File: src/hw/codec_seq_pkg.sv
`default_nettype none
package codec_seq_pkg;
  // clock and timing
  localparam int CLK_PERIOD_NS = 4;
  localparam int PUMP_UP_NS = 1300000;
  localparam int PUMP_W = 20;
  localparam logic [PUMP_W-1:0] PUMP_UP_CYC =
    PUMP_W'((PUMP_UP_NS + CLK_PERIOD_NS - 1) / CLK_PERIOD_NS);
  // a port clock counts as absent after this long without a level change
  localparam int CLK_LOSS_NS = 40000;
  localparam int LOSS_W = 14;
  localparam logic [LOSS_W-1:0] CLK_LOSS_CYC = LOSS_W'(CLK_LOSS_NS / CLK_PERIOD_NS);
  // frame-clock counts, full mute level and master clocks per frame limits
  localparam logic [11:0] ADC_INIT_FRAMES = 12'h0A50;
  localparam logic [11:0] REF_SETTLE_FRAMES = 12'h0800;
  localparam logic [8:0] DAC_INIT_NORMAL = 9'h060;
  localparam logic [8:0] DAC_INIT_DOUBLE = 9'h0C0;
  localparam logic [8:0] DAC_INIT_QUAD = 9'h180;
  localparam logic [12:0] MUTE_FULL = 13'h1000;
  localparam logic [10:0] RATIO_NORMAL_MIN = 11'h1C0;
  localparam logic [10:0] RATIO_DOUBLE_MIN = 11'h0E0;
  // register indexes; byte address is four times the index
  localparam logic [7:0] IDX_POWER = 8'h00;
  localparam logic [7:0] IDX_ADC_INPUT = 8'h01;
  localparam logic [7:0] IDX_ADC_CLOCK = 8'h02;
  localparam logic [7:0] IDX_DAC_CLOCK = 8'h03;
  localparam logic [7:0] IDX_STATUS = 8'h08;
  // field positions
  localparam int ADC_PWR_POS = 0;
  localparam int DAC_PWR_POS = 1;
  localparam int SOFT_MUTE_BIT_POS = 0;
  localparam int DFS_POS = 4;
  localparam int AUTO_SPEED_SELECT_BIT_POS = 6;
  localparam int CLK_BIT_POS = 0;
  localparam int CLK_FRAME_POS = 1;
  localparam int CLK_MASTER_POS = 2;
  // writable masks and reset values
  localparam logic [7:0] POWER_MASK = 8'h03;
  localparam logic [7:0] ADC_INPUT_MASK = 8'h03;
  localparam logic [7:0] ADC_CLOCK_MASK = 8'h16;
  localparam logic [7:0] DAC_CLOCK_MASK = 8'h7F;
  localparam logic [7:0] POWER_RST = 8'h00;
  localparam logic [7:0] ADC_INPUT_RST = 8'h00;
  localparam logic [7:0] ADC_CLOCK_RST = 8'h00;
  localparam logic [7:0] DAC_CLOCK_RST = 8'h04;

  typedef struct packed {
    logic master;
    logic frame;
    logic bitclk;
  } port_clocks_t;

  typedef enum logic [1:0] {
    SPD_NORMAL = 2'b00,
    SPD_DOUBLE = 2'b01,
    SPD_QUAD = 2'b10
  } speed_t;

  typedef enum logic [2:0] {
    S_OFF = 3'b000,
    S_PUMP = 3'b001,
    S_START = 3'b010,
    S_INIT = 3'b011,
    S_RUN = 3'b100
  } seq_state_t;

  typedef struct packed {
    logic pump_on;
    logic pump_ready;
    logic ref_ok;
    logic adc_run;
    logic dac_run;
    logic mute_full;
    speed_t speed;
  } seq_status_t;
endpackage : codec_seq_pkg
`default_nettype wire

File: src/hw/codec_power_reset_softmute.sv
`timescale 1ns/10ps
`default_nettype none
// Overview of operation
// - soft mute ramps to full mute, 1024 frames
// - mute release ramps back to 0 dB
// - release mid-ramp returns at same rate
// - ramp 2048 frames double, 4096 quad
// - register mode: pump on per converter conditions
// - converter powers up after pump is ready
// - pin mode: registers ignored, pins control power
// - adc pin low resets adc registers, bit
// - dac pin low resets dac register, bit
// - both pins low: everything and pump down
// - after pin release in register mode all blocks stay down
// - power-down: dac output 0 V, adc data low
// - adc starts on master or frame rise
// - dac starts on frame rise, clocks present
// - adc data valid after 2640 frames
// - dac output held 0 V for init time
// - cleared power bit powers down, keeps registers
// - pump off only when both sides idle
// - adc reference settles 2048 frames after pump
// - auto speed uses master/frame ratio
module codec_power_reset_softmute #(
  parameter logic [codec_seq_pkg::PUMP_W-1:0] PUMP_UP_CYCLES = codec_seq_pkg::PUMP_UP_CYC,
  parameter logic [codec_seq_pkg::LOSS_W-1:0] CLK_LOSS_CYCLES = codec_seq_pkg::CLK_LOSS_CYC
) (
  input wire logic core_clk_i,
  input wire logic arst_n_i,
  input wire logic hsel_i,
  input wire logic [31:0] haddr_i,
  input wire logic [1:0] htrans_i,
  input wire logic hwrite_i,
  input wire logic [2:0] hsize_i,
  input wire logic [31:0] hwdata_i,
  input wire logic hready_i,
  output logic [31:0] hrdata_o,
  output logic hreadyout_o,
  output logic hresp_o,
  input wire logic adc_powerdown_pin_n_i,
  input wire logic dac_powerdown_pin_n_i,
  input wire logic reg_ctrl_mode_i,
  input wire logic adc_master_mode_i,
  input wire codec_seq_pkg::port_clocks_t adc_clocks_i,
  input wire codec_seq_pkg::port_clocks_t dac_clocks_i,
  input wire logic adc_serial_data_i,
  output logic adc_serial_out_o,
  output logic pump_enable_o,
  output logic adc_enable_o,
  output logic dac_enable_o,
  output logic dac_out_active_o,
  output logic [12:0] dac_mute_atten_o,
  output codec_seq_pkg::seq_status_t status_o
);
  import codec_seq_pkg::*;

  typedef struct packed {
    logic [5:0] clk_prev;
    logic [5:0][LOSS_W-1:0] idle_cnt;
    logic [7:0] reg_power;
    logic [7:0] reg_adc_input;
    logic [7:0] reg_adc_clock;
    logic [7:0] reg_dac_clock;
    logic wr_pend;
    logic [7:0] wr_idx;
    logic [31:0] rdata;
    seq_state_t adc_st;
    seq_state_t dac_st;
    logic [11:0] adc_cnt;
    logic [8:0] dac_cnt;
    logic [11:0] ref_cnt;
    logic ref_ok;
    logic [PUMP_W-1:0] pump_cnt;
    logic pump_ready;
    logic [10:0] ratio_cnt;
    speed_t auto_speed;
    logic [12:0] mute_level;
    logic sdo;
  } state_t;

  state_t s;
  state_t n;

  function automatic seq_state_t seq_step(input seq_state_t st, input logic req,
                                          input logic rdy, input logic go, input logic done);
    seq_step = st;
    if (!req)
    begin
      seq_step = S_OFF;
    end
    else
    begin
      unique case (st)
        S_OFF: seq_step = S_PUMP;
        S_PUMP: if (rdy) seq_step = S_START;
        S_START: if (go) seq_step = S_INIT;
        S_INIT: if (!rdy) seq_step = S_PUMP; else if (done) seq_step = S_RUN;
        S_RUN: if (!rdy) seq_step = S_PUMP;
        default: seq_step = S_OFF;
      endcase
    end
  endfunction : seq_step

  function automatic logic [12:0] ramp_step(input speed_t sp);
    unique case (sp)
      SPD_DOUBLE: ramp_step = 13'h0002;
      SPD_QUAD: ramp_step = 13'h0001;
      default: ramp_step = 13'h0004;
    endcase
  endfunction : ramp_step

  function automatic logic [8:0] dac_init_len(input speed_t sp);
    unique case (sp)
      SPD_DOUBLE: dac_init_len = DAC_INIT_DOUBLE;
      SPD_QUAD: dac_init_len = DAC_INIT_QUAD;
      default: dac_init_len = DAC_INIT_NORMAL;
    endcase
  endfunction : dac_init_len

  logic [5:0] clk_now;
  logic [5:0] clk_rise;
  logic [5:0] clk_active;
  logic adc_clk_ok;
  logic dac_clk_ok;
  logic adc_req;
  logic dac_req;
  logic pump_req;
  logic adc_go;
  logic dac_go;
  logic auto_sel;
  speed_t manual_speed;
  speed_t speed;
  logic bus_take;
  logic addr_ok;

  assign clk_now = {dac_clocks_i, adc_clocks_i};
  assign clk_rise = clk_now & ~s.clk_prev;

  generate
    for (genvar k = 0; k < 6; k++)
    begin : g_act
      assign clk_active[k] = s.idle_cnt[k] < CLK_LOSS_CYCLES;
    end
  endgenerate

  // in master mode the adc port only needs its master clock
  assign adc_clk_ok = adc_master_mode_i ? clk_active[CLK_MASTER_POS] : &clk_active[2:0];
  assign dac_clk_ok = &clk_active[5:3];
  // pin mode ignores the power bits, so a high pin alone asks for power
  assign adc_req = adc_powerdown_pin_n_i &
                   (~reg_ctrl_mode_i | s.reg_power[ADC_PWR_POS]);
  assign dac_req = dac_powerdown_pin_n_i &
                   (~reg_ctrl_mode_i | s.reg_power[DAC_PWR_POS]);
  // pump stays up while either side asks; off only when both are idle
  assign pump_req = (adc_req & adc_clk_ok) | (dac_req & dac_clk_ok);
  assign adc_go = adc_master_mode_i ? clk_rise[CLK_MASTER_POS] :
                  (adc_clk_ok & clk_rise[CLK_FRAME_POS]);
  assign dac_go = dac_clk_ok & clk_rise[3 + CLK_FRAME_POS];

  always_comb
  begin
    unique case (s.reg_dac_clock[DFS_POS+1:DFS_POS])
      2'b01: manual_speed = SPD_DOUBLE;
      2'b10: manual_speed = SPD_QUAD;
      default: manual_speed = SPD_NORMAL;
    endcase
  end

  // pin mode has no speed field, so it always detects the speed
  assign auto_sel = ~reg_ctrl_mode_i | s.reg_dac_clock[AUTO_SPEED_SELECT_BIT_POS];
  assign speed = auto_sel ? s.auto_speed : manual_speed;

  assign bus_take = hsel_i & hready_i & htrans_i[1];
  assign addr_ok = (haddr_i[31:10] == 22'h00_0000) & (haddr_i[1:0] == 2'b00);

  always_comb
  begin
    n = s;
    n.clk_prev = clk_now;
    for (int k = 0; k < 6; k++)
    begin
      if (clk_now[k] != s.clk_prev[k])
      begin
        n.idle_cnt[k] = '0;
      end
      else if (s.idle_cnt[k] < CLK_LOSS_CYCLES)
      begin
        n.idle_cnt[k] = s.idle_cnt[k] + LOSS_W'(1);
      end
    end

    // data phase of a write
    n.wr_pend = 1'b0;
    if (s.wr_pend)
    begin
      unique case (s.wr_idx)
        IDX_POWER: n.reg_power = hwdata_i[7:0] & POWER_MASK;
        IDX_ADC_INPUT: n.reg_adc_input = hwdata_i[7:0] & ADC_INPUT_MASK;
        IDX_ADC_CLOCK: n.reg_adc_clock = hwdata_i[7:0] & ADC_CLOCK_MASK;
        IDX_DAC_CLOCK: n.reg_dac_clock = hwdata_i[7:0] & DAC_CLOCK_MASK;
        default: n.wr_pend = 1'b0;
      endcase
    end

    // a low pin wins over a write in the same cycle
    if (!adc_powerdown_pin_n_i)
    begin
      n.reg_adc_input = ADC_INPUT_RST;
      n.reg_adc_clock = ADC_CLOCK_RST;
      n.reg_power[ADC_PWR_POS] = POWER_RST[ADC_PWR_POS];
    end
    if (!dac_powerdown_pin_n_i)
    begin
      n.reg_dac_clock = DAC_CLOCK_RST;
      n.reg_power[DAC_PWR_POS] = POWER_RST[DAC_PWR_POS];
    end

    // address phase; read data comes from the updated copy so that
    // a read right behind a write sees the new value
    if (bus_take)
    begin
      n.wr_pend = hwrite_i & addr_ok;
      n.wr_idx = haddr_i[9:2];
      n.rdata = 32'h0000_0000;
      if (!hwrite_i && addr_ok)
      begin
        unique case (haddr_i[9:2])
          IDX_POWER: n.rdata[7:0] = n.reg_power;
          IDX_ADC_INPUT: n.rdata[7:0] = n.reg_adc_input;
          IDX_ADC_CLOCK: n.rdata[7:0] = n.reg_adc_clock;
          IDX_DAC_CLOCK: n.rdata[7:0] = n.reg_dac_clock;
          IDX_STATUS: n.rdata[7:0] = status_o;
          default: n.rdata = 32'h0000_0000;
        endcase
      end
    end

    // charge pump power-up timer and adc reference settling
    if (!pump_req)
    begin
      n.pump_cnt = '0;
      n.pump_ready = 1'b0;
      n.ref_cnt = '0;
      n.ref_ok = 1'b0;
    end
    else
    begin
      if (!s.pump_ready)
      begin
        n.pump_cnt = s.pump_cnt + PUMP_W'(1);
        n.pump_ready = (s.pump_cnt + PUMP_W'(1)) >= PUMP_UP_CYCLES;
      end
      if (s.pump_ready && !s.ref_ok && clk_rise[CLK_FRAME_POS])
      begin
        n.ref_cnt = s.ref_cnt + 12'h001;
        n.ref_ok = (s.ref_cnt + 12'h001) >= REF_SETTLE_FRAMES;
      end
    end

    // converter sequences: off, wait for pump, wait for start edge, init, run
    n.adc_st = seq_step(s.adc_st, adc_req, s.pump_ready, adc_go,
                        (s.adc_cnt >= ADC_INIT_FRAMES) & s.ref_ok);
    n.dac_st = seq_step(s.dac_st, dac_req, s.pump_ready, dac_go,
                        s.dac_cnt >= dac_init_len(speed));
    if (n.adc_st != S_INIT)
    begin
      n.adc_cnt = '0;
    end
    else if (clk_rise[CLK_FRAME_POS] && s.adc_cnt < ADC_INIT_FRAMES)
    begin
      n.adc_cnt = s.adc_cnt + 12'h001;
    end
    if (n.dac_st != S_INIT)
    begin
      n.dac_cnt = '0;
    end
    else if (clk_rise[3 + CLK_FRAME_POS] && s.dac_cnt < DAC_INIT_QUAD)
    begin
      n.dac_cnt = s.dac_cnt + 9'h001;
    end

    // master clocks per frame period pick the speed
    if (clk_rise[3 + CLK_FRAME_POS])
    begin
      n.ratio_cnt = {10'h000, clk_rise[3 + CLK_MASTER_POS]};
      if (s.ratio_cnt >= RATIO_NORMAL_MIN)
      begin
        n.auto_speed = SPD_NORMAL;
      end
      else if (s.ratio_cnt >= RATIO_DOUBLE_MIN)
      begin
        n.auto_speed = SPD_DOUBLE;
      end
      else
      begin
        n.auto_speed = SPD_QUAD;
      end
    end
    else if (clk_rise[3 + CLK_MASTER_POS] && s.ratio_cnt != 11'h7FF)
    begin
      n.ratio_cnt = s.ratio_cnt + 11'h001;
    end

    // soft mute: the level moves one step per dac frame in either direction,
    // so a release part way down climbs back at the rate it fell
    if (!dac_powerdown_pin_n_i)
    begin
      n.mute_level = '0;
    end
    else if (clk_rise[3 + CLK_FRAME_POS])
    begin
      if (reg_ctrl_mode_i && s.reg_dac_clock[SOFT_MUTE_BIT_POS])
      begin
        if (MUTE_FULL - s.mute_level > ramp_step(speed))
        begin
          n.mute_level = s.mute_level + ramp_step(speed);
        end
        else
        begin
          n.mute_level = MUTE_FULL;
        end
      end
      else if (s.mute_level > ramp_step(speed))
      begin
        n.mute_level = s.mute_level - ramp_step(speed);
      end
      else
      begin
        n.mute_level = '0;
      end
    end

    // adc data is forced low until the converter runs
    n.sdo = adc_serial_data_i & (s.adc_st == S_RUN);
  end

  always_ff @(posedge core_clk_i or negedge arst_n_i)
  begin
    if (!arst_n_i)
    begin
      s <= '{clk_prev: '0,
             idle_cnt: {6{CLK_LOSS_CYCLES}},
             reg_power: POWER_RST,
             reg_adc_input: ADC_INPUT_RST,
             reg_adc_clock: ADC_CLOCK_RST,
             reg_dac_clock: DAC_CLOCK_RST,
             wr_pend: 1'b0,
             wr_idx: '0,
             rdata: '0,
             adc_st: S_OFF,
             dac_st: S_OFF,
             adc_cnt: '0,
             dac_cnt: '0,
             ref_cnt: '0,
             ref_ok: 1'b0,
             pump_cnt: '0,
             pump_ready: 1'b0,
             ratio_cnt: '0,
             auto_speed: SPD_NORMAL,
             mute_level: '0,
             sdo: 1'b0};
    end
    else
    begin
      s <= n;
    end
  end

  // zero-wait slave; every access answers OKAY
  assign hreadyout_o = 1'b1;
  assign hresp_o = 1'b0;
  assign hrdata_o = s.rdata;

  assign adc_serial_out_o = s.sdo;
  assign pump_enable_o = s.pump_cnt != '0 || s.pump_ready;
  assign adc_enable_o = s.adc_st == S_INIT || s.adc_st == S_RUN;
  assign dac_enable_o = s.dac_st == S_INIT || s.dac_st == S_RUN;
  // analog output stays at 0 V while down or initializing
  assign dac_out_active_o = s.dac_st == S_RUN;
  assign dac_mute_atten_o = s.mute_level;

  assign status_o.pump_on = pump_enable_o;
  assign status_o.pump_ready = s.pump_ready;
  assign status_o.ref_ok = s.ref_ok;
  assign status_o.adc_run = s.adc_st == S_RUN;
  assign status_o.dac_run = s.dac_st == S_RUN;
  assign status_o.mute_full = s.mute_level == MUTE_FULL;
  assign status_o.speed = speed;
endmodule : codec_power_reset_softmute
`default_nettype wire

File: config.mk
export PLATFORM = sky130hd
export DESIGN_NAME = codec_power_reset_softmute
export DESIGN_NICKNAME = d
export VERILOG_FILES = /design/src/hw/codec_seq_pkg.sv /design/src/hw/codec_power_reset_softmute.sv
export SDC_FILE = /design/constraint.sdc
export NUM_CORES = 1
export LEC_CHECK = 0
export ABC_CLOCK_PERIOD_IN_PS = 4100
export BUFFER_PORTS_ARGS = -buffer_cell sky130_fd_sc_hd__buf_2
export CAP_MARGIN = 0
export CORE_UTILIZATION = 50
export CTS_BUF_LIST = sky130_fd_sc_hd__clkbuf_8
export CTS_CLUSTER_DIAMETER = 50
export DETAILED_ROUTE_END_ITERATION = 10
export MAX_ROUTING_LAYER = met4
export PLACE_DENSITY = 0.7
export SLEW_MARGIN = 20
export SYNTH_ARGS = -nofsm -noshare
export SYNTH_HDL_FRONTEND = slang
export SYNTH_SLANG_ARGS = --single-unit
File: constraint.sdc
create_clock -name core_clk_i -period 4.1 [get_ports core_clk_i]
set_clock_uncertainty 0.05 [all_clocks]
set_input_delay 1.23 -clock core_clk_i [delete_from_list [all_inputs] [get_ports core_clk_i]]
set_output_delay 1.23 -clock core_clk_i [all_outputs]
set_load 0.02 [all_outputs]
==> impl_metrics.toml, run 1 <==
[power]
swShare_pct = 29.8
p_seq_share_pct = 43.0
internal_power_mw = 4.11
power.density_nw_per_um2 = 404
p_comb_share_pct = 18.4
clockPowerShare_pct = 38.6
vdd_drop_max_v = 0.000361
power_switching_mw = 1.74
power_mw = 5.85
power.leakage_nw = 6.51

[detailed_routing]
route.detailed.drc = 0
ant_nets = 0
vias = 10100
viasPerCell = 5.54
drt-pass1-iter-count = 7
wl_per_cell_um = 14.9
first_iter_violations = 699
wirelength_um = 27200

[clocking]
cts_buffers = 40
clk_latency_ps = 530
cts_hold_buf = 0
clockRootBuffer = "clkbuf_8"
clkTransAtPathRegs_ps = 60
cts_tree = "done"
post_cts_buffers = 0
postCtsResizedCells = 0
cts.sinks = 227
htree_num_levels = 2
clockBufferDepth = 3

[sta]
slew_headroom_pct = 31.7
fin_crit_sh_pct = 88.8
rsz0062_at_grt = "false"
hold_violations = 0
setup_tns_ps = 0
fmax_mhz = 275
worst_pin_slew_ps = 1010
period_minus_slack_ps = 3640
slew_viol_final = 0
holdWs_ps = 427
setup_violations = 0

[floorplanning]
core_area_sq_um = 25300
die_h_um = 163
rows = 58
die_area_sq_um = 26700
initial_utilization_pct = 51.4
num_io_pins = 145
die_w_um = 163

[worst_setup_path]
crit_path_cell_trace = "buf_2, nor2b_1, nand3b_1, o21ai_1, nand2_1, inv_1, ha_1, inv_1, fa_1, a211oi_1, nand2_1, or3_1, o32ai_1, or4_1, nand3_1"
cpLargestDelayFamily = "simple AND/OR/NAND/NOR gates"
path_max_fanout = 4
critPathLaunchType = "input port"
critPathMaxStageDelay_ps = 390
r2r_slack_ps = 900
critPathKind = "input port to register"
worstPathArrival_ps = 4010
cp-end-kind = "register"
rr_worst_depth = 14
worstReg2RegStart = "s[135]"
critPathBufInv = 3
crit_start = "reg_ctrl_mode_i"
worstPathRequired_ps = 4460
r2r-end = "dac_mute_atten_o[8]"
critical-path-slowest-cell = "fa_1"

[yosys]
synth_largest_area_cell = "dfrtp_1"
synth_area_sq_um = 13000
synth-edff-count = 0
synth.area.top_cells = "dfrtp_1, dfstp_2, xor2_1, nor2_1, xnor2_1"
synth_cells = 1391
synth_seq_area_share_pct = 43.9
yosysTopAreaCellShare_pct = 37.7
synth_flop_cell = "dfrtp_1"
async_flop_share_pct = 100
yosys_warnings = 0
ys_types = 85
syn_avg_cell_area_sq_um = 9.36
ys_ff_latch = 227

[layout]
post-route-cell-area_sq_um = 14500
layout_common_cells = "dfrtp_1, nor2_1, nand2_1, buf_2, xor2_1"
final_common_cell = "dfrtp_1"
area_growth_pct = 11.2
layout-drive-gt1-share_pct = 15.9
n_antenna_cell = 0
fill_cells = 2244
finalNetCount = 1588

[global_route]
grt_pass1_wl_um = 46000
grt_max_degree = 71
gr-total-overflow = 0
antenna_found_initial = 0
grt_pass1_vias = 9603
grt_use_total_pct = 21.5

[hold_path]
hp-class = "register to register"
holdPathStages = 2
hold_start = "hrdata_o[4]"
min_to = "hrdata_o[4]"

[placed_design]
dp_hpwl_um = 18700
io_buffer_count = 89
postPlaceCellArea_sq_um = 13600
gp_congestion = 0.899

[run]
cap_violations = 0

[outcome]
outcome = "completed"
-- logic make-up (layout without fill, tap and decap cells) --
family / Yosys count / count (layout) / share of synthesized area (%)
buffers and inverters: 158 / 243 / 6.29
XOR/XNOR: 120 / 120 / 8.08
flip-flops: 227 / 227 / 43.9
AO/OA/AOI/OAI: 209 / 209 / 10.9
adder cells (fa/ha/maj): 34 / 34 / 3.38
other: 2 / 26 / 0.0577
multiplexers: 28 / 28 / 2.23
AND/OR/NAND/NOR: 613 / 613 / 25.1
-- per-stage QoR --
| stage | setup WS [ps] | std cells | utilization (%) |
|---|---|---|---|
| after floorplan | 21.2 | 1415 | - |
| after CTS | 496 | 1830 | 57.1 |
| final | 458 | 1830 | 57.1 |
| after global placement | 31.2 | 1757 | 53.6 |
| after global routing | 275 | 1830 | 57.1 |
| after detailed placement | -45.5 | 1757 | 53.6 |
-- synth_stat cells, types with 5 or more instances --
master / count
nor2b_1: 24
dfstp_2: 31
mux2_2: 8
inv_1: 51
nand2_1: 119
xnor2_1: 55
a41oi_1: 10
nor4_1: 25
and2_1: 56
or3_1: 23
nand3_1: 56
or4_1: 7
nand4b_1: 6
nor4b_1: 5
dfrtp_1: 196
nor3_1: 29
and4_1: 6
nand3b_1: 13
o21ai_0: 52
a211oi_1: 9
clkbuf_1: 39
xor2_1: 65
nand4_1: 40
nand2b_1: 7
a2111oi_0: 6
mux2i_1: 20
a31oi_1: 10
buf_2: 9
o21a_1: 7
a21oi_1: 35
a32oi_1: 5
nor2_1: 135
o21ai_1: 5
a211o_1: 7
a21boi_0: 13
and3_1: 37
buf_4: 51
ha_1: 32
-- flip-flops by register name, indices dropped and copies added, names as in the netlist --
name,cells
status_o,2
dac_mute_atten_o,13
adc_serial_out_o,1
hrdata_o,8
s,203
-- tightest hold or removal path, delay by kind of cell, from the launching register on --
kind	cells	cell delay (ps)
flops	1	340
simple gates	1	40
compound gates	1	60
-- per-layer routing --
layer / GRT usage (%) / wire length (um)
met5: - / 0
met4: 6.41 / 486
met3: 3.33 / 1230
met2: 33.2 / 12600
met1: 29.2 / 12900
-- how the worst max path moves through the flow --
stage	depth (start not counted)	slack, ps	to
CTS	5	500	status_o[2]
floorplan	12	20	dac_mute_atten_o[11]
global route	15	270	dac_mute_atten_o[8]
finish	15	460	dac_mute_atten_o[8]
global placement	15	30	dac_mute_atten_o[8]
detailed placement	15	-50	dac_mute_atten_o[8]
-- layout make-up --
type                            count  area [sq um]  area share [%]
Multi-Input combinational cell   1030          6570            45.4
Tap cell                          330           413            2.85
Clock inverter                     21           171            1.18
Clock buffer                       52           716            4.95
Inverter                           52           195            1.35
Timing Repair Buffer              118           686            4.74
Sequential cell                   227          5720            39.5
-- power by group through the flow --
| stage | sequential, mW | clock, mW | combinational (mW) |
|---|---|---|---|
| final | 2.52 | 2.26 | 1.07 |
| after global routing | 2.54 | 2.42 | 1.19 |
| after CTS | 2.52 | 2.32 | 1.08 |
| after detailed placement | 2.56 | 0 | 1.07 |
| after global placement | 2.55 | 0 | 1.06 |
| after floorplan | 2.45 | 0 | 0.924 |
(Power assumes the default switching activity.)
==> run 2: changes to the inputs <==
- ABC_CLOCK_PERIOD_IN_PS: 4100 -> 4500
- clock period: 4.1 -> 4.5 ns (I/O delays scaled with it)
==> run 2 against run 1 <==
  * Utilization is 0.24 points lower
  * Via count increased by 1.6%
  * Wire length rose by 1.2%
  * Global-route usage increased by 0.35 points
  * Non-clock buffer count is 10 lower
  * Clock power fell by 8%
  * Die area unchanged
  * Largest power group unchanged
  * Critical endpoint unchanged
  * Critical path depth stayed put
  * Critical path type unchanged
  * Combinational power shrank 9.9%
==> impl_metrics.toml, run 2 (synthesis gave the netlist of run 1 again) <==
[outcome]
outcome = "completed"

[layout]
layout-drive-gt1-share_pct = 15.3
final_common_cell = "dfrtp_1"
area_growth_pct = 10.7
instances_no_fill = 1825
largest_reg_flops = 203
layout_common_cells = "dfrtp_1, nor2_1, nand2_1, buf_2, inv_1"
largest-register = "s"
n_antenna_cell = 0
finalNetCount = 1580

[placed_design]
io_buffer_count = 89
dp_hpwl_um = 18900
gp_congestion = 0.891
dp_cells = 1747

[sta]
period_minus_slack_ps = 3770
hold_violations = 0
fin_crit_sh_pct = 83.8
rsz0062_at_grt = "false"
setup_violations = 0
setup_tns_ps = 0
slew_headroom_pct = 36.6
worst_pin_slew_ps = 942
slew_viol_final = 0
fmax_mhz = 265

[worst_setup_path]
critPathKind = "input port to register"
path_max_fanout = 4
worstPathRequired_ps = 4880
critPathLaunchType = "input port"
worstPathArrival_ps = 4150
cp-end-kind = "register"

[global_route]
grt_pass1_vias = 9742
antenna_found_initial = 0
grt_pass1_wl_um = 46800
grt_use_total_pct = 21.9
gr-total-overflow = 0
grt_max_degree = 94

[clocking]
clockRootBuffer = "clkbuf_8"
cts_tree = "done"
cts_buffers = 42
post_cts_buffers = 0
htree_num_levels = 2
clkTransAtPathRegs_ps = 60
clockBufferDepth = 3
cts_hold_buf = 0
cts.sinks = 227
clk_latency_ps = 550
postCtsResizedCells = 0

[detailed_routing]
drt-pass1-iter-count = 5
viasPerCell = 5.64
vias = 10300
route.detailed.drc = 0
ant_nets = 0
wl_per_cell_um = 15.1
first_iter_violations = 795
wirelength_um = 27600

[power]
internal_power_mw = 3.71
vdd_drop_max_v = 0.000346
clockPowerShare_pct = 38.9
p_comb_share_pct = 18.1
power.density_nw_per_um2 = 370
p_seq_share_pct = 43.0
power.leakage_nw = 6.48
power_switching_mw = 1.62
swShare_pct = 30.5

[floorplanning]
rows = 58
die_area_sq_um = 26700
core_area_sq_um = 25300
initial_utilization_pct = 51.4
die_w_um = 163
num_io_pins = 145
die_h_um = 163

[run]
cap_violations = 0

[hold_path]
hp-class = "register to register"
## run 2: cell types whose count changed in the layout (fill, tap and decap cells not counted), moves of 2 or more
cell	delta
clkinv_2	-2
buf_4	-10
clkbuf_8	+2
inv_1	+5
## run 2: worst max-delay path: stages
cell,delay (ps)
buf_2,110
nor2b_1,250
nand3b_1,100
o21ai_0,160
nand2_1,150
inv_1,130
ha_1,170
inv_1,70
fa_1,380
a211oi_1,330
nand2_1,180
or3_1,350
o32ai_1,190
or4_1,170
nand3_1,60
## run 2: path summary, 6_finish.rpt
check / end / cells after the start / slack [ps] / start
max: dac_mute_atten_o[8] / 15 / 730 / reg_ctrl_mode_i
min reg2reg: hrdata_o[4] / 2 / 420 / hrdata_o[4]
min in group asynchronous: s[234] / 1 / 790 / arst_n_i
max in group asynchronous: s[159] / 2 / 2780 / arst_n_i
min: hrdata_o[4] / 2 / 420 / hrdata_o[4]
max reg2reg: dac_mute_atten_o[8] / 14 / 1270 / s[135]
## run 2: stage by stage
stage               hold WS, ps  power, mW  utilization (%)  worst slack, ps  area [sq um]
finish                      424       5.33             56.9              729         14400
global route                451       5.63             56.9              536         14400
CTS                         429       5.39             56.9              731         14400
detailed placement          416       3.28             53.3              198         13500
global placement            409       3.26             53.3              235         13500
floorplan                   394       3.08                -              102         13100
## run 2: power by group through the flow
stage | Sequential, mW | Combinational, mW | Clock (mW)
detailed placement | 2.33 | 0.958 | 0
CTS | 2.29 | 0.963 | 2.14
global placement | 2.32 | 0.937 | 0
finish | 2.29 | 0.964 | 2.07
global route | 2.31 | 1.08 | 2.24
floorplan | 2.24 | 0.841 | 0
## run 2: final cells by class
type	instances	area [sq um]
clock buffers	54	743
clock inverters	24	159
fillers	2266	10900
inverters	52	195
multi-input cells	1030	6570
flip-flops and latches	227	5720
well taps	330	413
repair buffers	108	611
## run 2: layer usage
metal / share of wire [%] / track usage (%) / vias to the layer above
li1: - / - / 4994
met3: 5.1 / 3.81 / 48
met1: 47 / 29.6 / 4971
met2: 46 / 33.7 / 281
met5: 0 / - / -
met4: 1.9 / 6.03 / 0
==> run 3: changes to the inputs <==
- ABC_CLOCK_PERIOD_IN_PS: 4500 -> 3700
- clock period: 4.5 -> 3.7 ns (I/O delays scaled with it)
==> run 3 against run 2 <==
  * Sequential power increased by 21%
  * Wire length is 0.35% lower
  * Flip-flop and latch count stayed put
  * Cell area up 1.4%
  * Register-to-register slack got worse by 730 ps
  * Combinational power up 29%
  * Power grew 21%
  * Count of clock-buffer cells in the layout is 1 lower
  * Critical path depth shrank 10
  * Global-route usage decreased by 0.22 points
  * Cell count grew 1.5%
  * First-iteration DRC count shrank 20%
==> impl_metrics.toml, run 3 (synthesis gave the netlist of run 1 again) <==
[global_route]
gr-total-overflow = 0
antenna_found_initial = 0
grt_max_degree = 96
grt_pass1_vias = 9762
grt_use_total_pct = 21.6
grt_pass1_wl_um = 46400

[detailed_routing]
wl_per_cell_um = 14.8
route.detailed.drc = 0
drt-pass1-iter-count = 5
first_iter_violations = 634
ant_nets = 0
vias = 10200
wirelength_um = 27500
viasPerCell = 5.53

[placed_design]
dp_cells = 1777
io_buffer_count = 89
gp_congestion = 0.873
dp_hpwl_um = 19200

[floorplanning]
rows = 58
num_io_pins = 145
die_w_um = 163
core_area_sq_um = 25300
initial_utilization_pct = 51.4
die_area_sq_um = 26700
die_h_um = 163

[layout]
area_growth_pct = 12.3
finalNetCount = 1609
final_common_cell = "dfrtp_1"
largest_reg_flops = 203
largest-register = "s"
layout-drive-gt1-share_pct = 17.2
instances_no_fill = 1852
n_antenna_cell = 0
layout_common_cells = "dfrtp_1, nor2_1, nand2_1, buf_2, xor2_1"

[sta]
fmax_mhz = 287
hold_violations = 0
slew_viol_final = 0
slew_headroom_pct = 39.4
fin_crit_sh_pct = 94.2
setup_violations = 0
rsz0062_at_grt = "false"
period_minus_slack_ps = 3490
worst_pin_slew_ps = 899

[clocking]
post_cts_buffers = 0
cts_buffers = 41
clkTransAtPathRegs_ps = 60
cts.sinks = 227
postCtsResizedCells = 0
cts_hold_buf = 0
cts_tree = "done"
clk_latency_ps = 540
htree_num_levels = 2
clockBufferDepth = 3
clockRootBuffer = "clkbuf_8"

[outcome]
outcome = "completed"

[worst_setup_path]
crit_path_cell_trace = "inv_1, ha_1, nor3b_2, and4_1, buf_2"
critPathMaxStageDelay_ps = 530
cpLargestDelayFamily = "simple AND/OR/NAND/NOR gates"
critPathLaunchType = "register"
path_max_fanout = 9
cp-end-kind = "primary output"
critical-path-slowest-cell = "dfrtp_1"
critPathKind = "register to primary output"
worstPathRequired_ps = 2540
critPathBufInv = 2
worstPathArrival_ps = 2330

[power]
power.leakage_nw = 6.62
vdd_drop_max_v = 0.000425
power_mw = 6.43
power.density_nw_per_um2 = 440

[run]
cap_violations = 0

[hold_path]
hp-class = "register to register"
-- run 3: worst register-to-register path: cells and delay by family, from the launching register on --
family          cells  cell delay [ps]
mux                 1              290
flops               1              390
buf+inv             1               80
simple gates        8             1620
fa+ha+maj           1              370
compound gates      1              290
-- run 3: routing by layer --
metal	track usage (%)	wire, um	vias up
met5	-	0	-
met4	6.50	564	0
met3	3.50	1360	51
met2	33.9	12800	249
met1	28.8	12800	4905
li1	-	-	5041
-- run 3: path summary, 6_finish.rpt --
| kind | startpoint | end | slack (ps) | cells after the start |
|---|---|---|---|---|
| min reg2reg | hrdata_o[4] | hrdata_o[4] | 430 | 2 |
| max | dac_mute_atten_o[1] | status_o[2] | 210 | 5 |
| min | hrdata_o[4] | hrdata_o[4] | 430 | 2 |
| min in group asynchronous | arst_n_i | s[210] | 540 | 1 |
| max in group asynchronous | arst_n_i | s[230] | 2270 | 2 |
| max reg2reg | s[135] | dac_mute_atten_o[7] | 540 | 12 |
-- run 3: per-stage QoR --
stage	hold slack [ps]	utilization [%]	worst slack [ps]	setup TNS, ps	area (sq um)
finish	426	57.7	215	0	14600
global route	445	57.7	97.4	0	14600
CTS	431	57.7	224	0	14600
detailed placement	418	54.3	-247	-2560	13800
global placement	411	54.3	-177	-693	13800
floorplan	394	-	12.0	0	13100
-- run 3: where the power goes --
part	switching [mW]	internal, mW	total, mW
Sequential	0.193	2.59	2.78
Clock	1.04	1.36	2.40
Combinational	0.722	0.523	1.24
-- run 3: cell type report --
type | instances | area, sq um
Tap cell | 330 | 413
Fill cell | 2238 | 10700
Clock buffer | 53 | 729
Inverter | 52 | 195
Sequential cell | 227 | 5720
Multi-Input combinational cell | 1030 | 6580
Timing Repair Buffer | 138 | 848
Clock inverter | 22 | 130
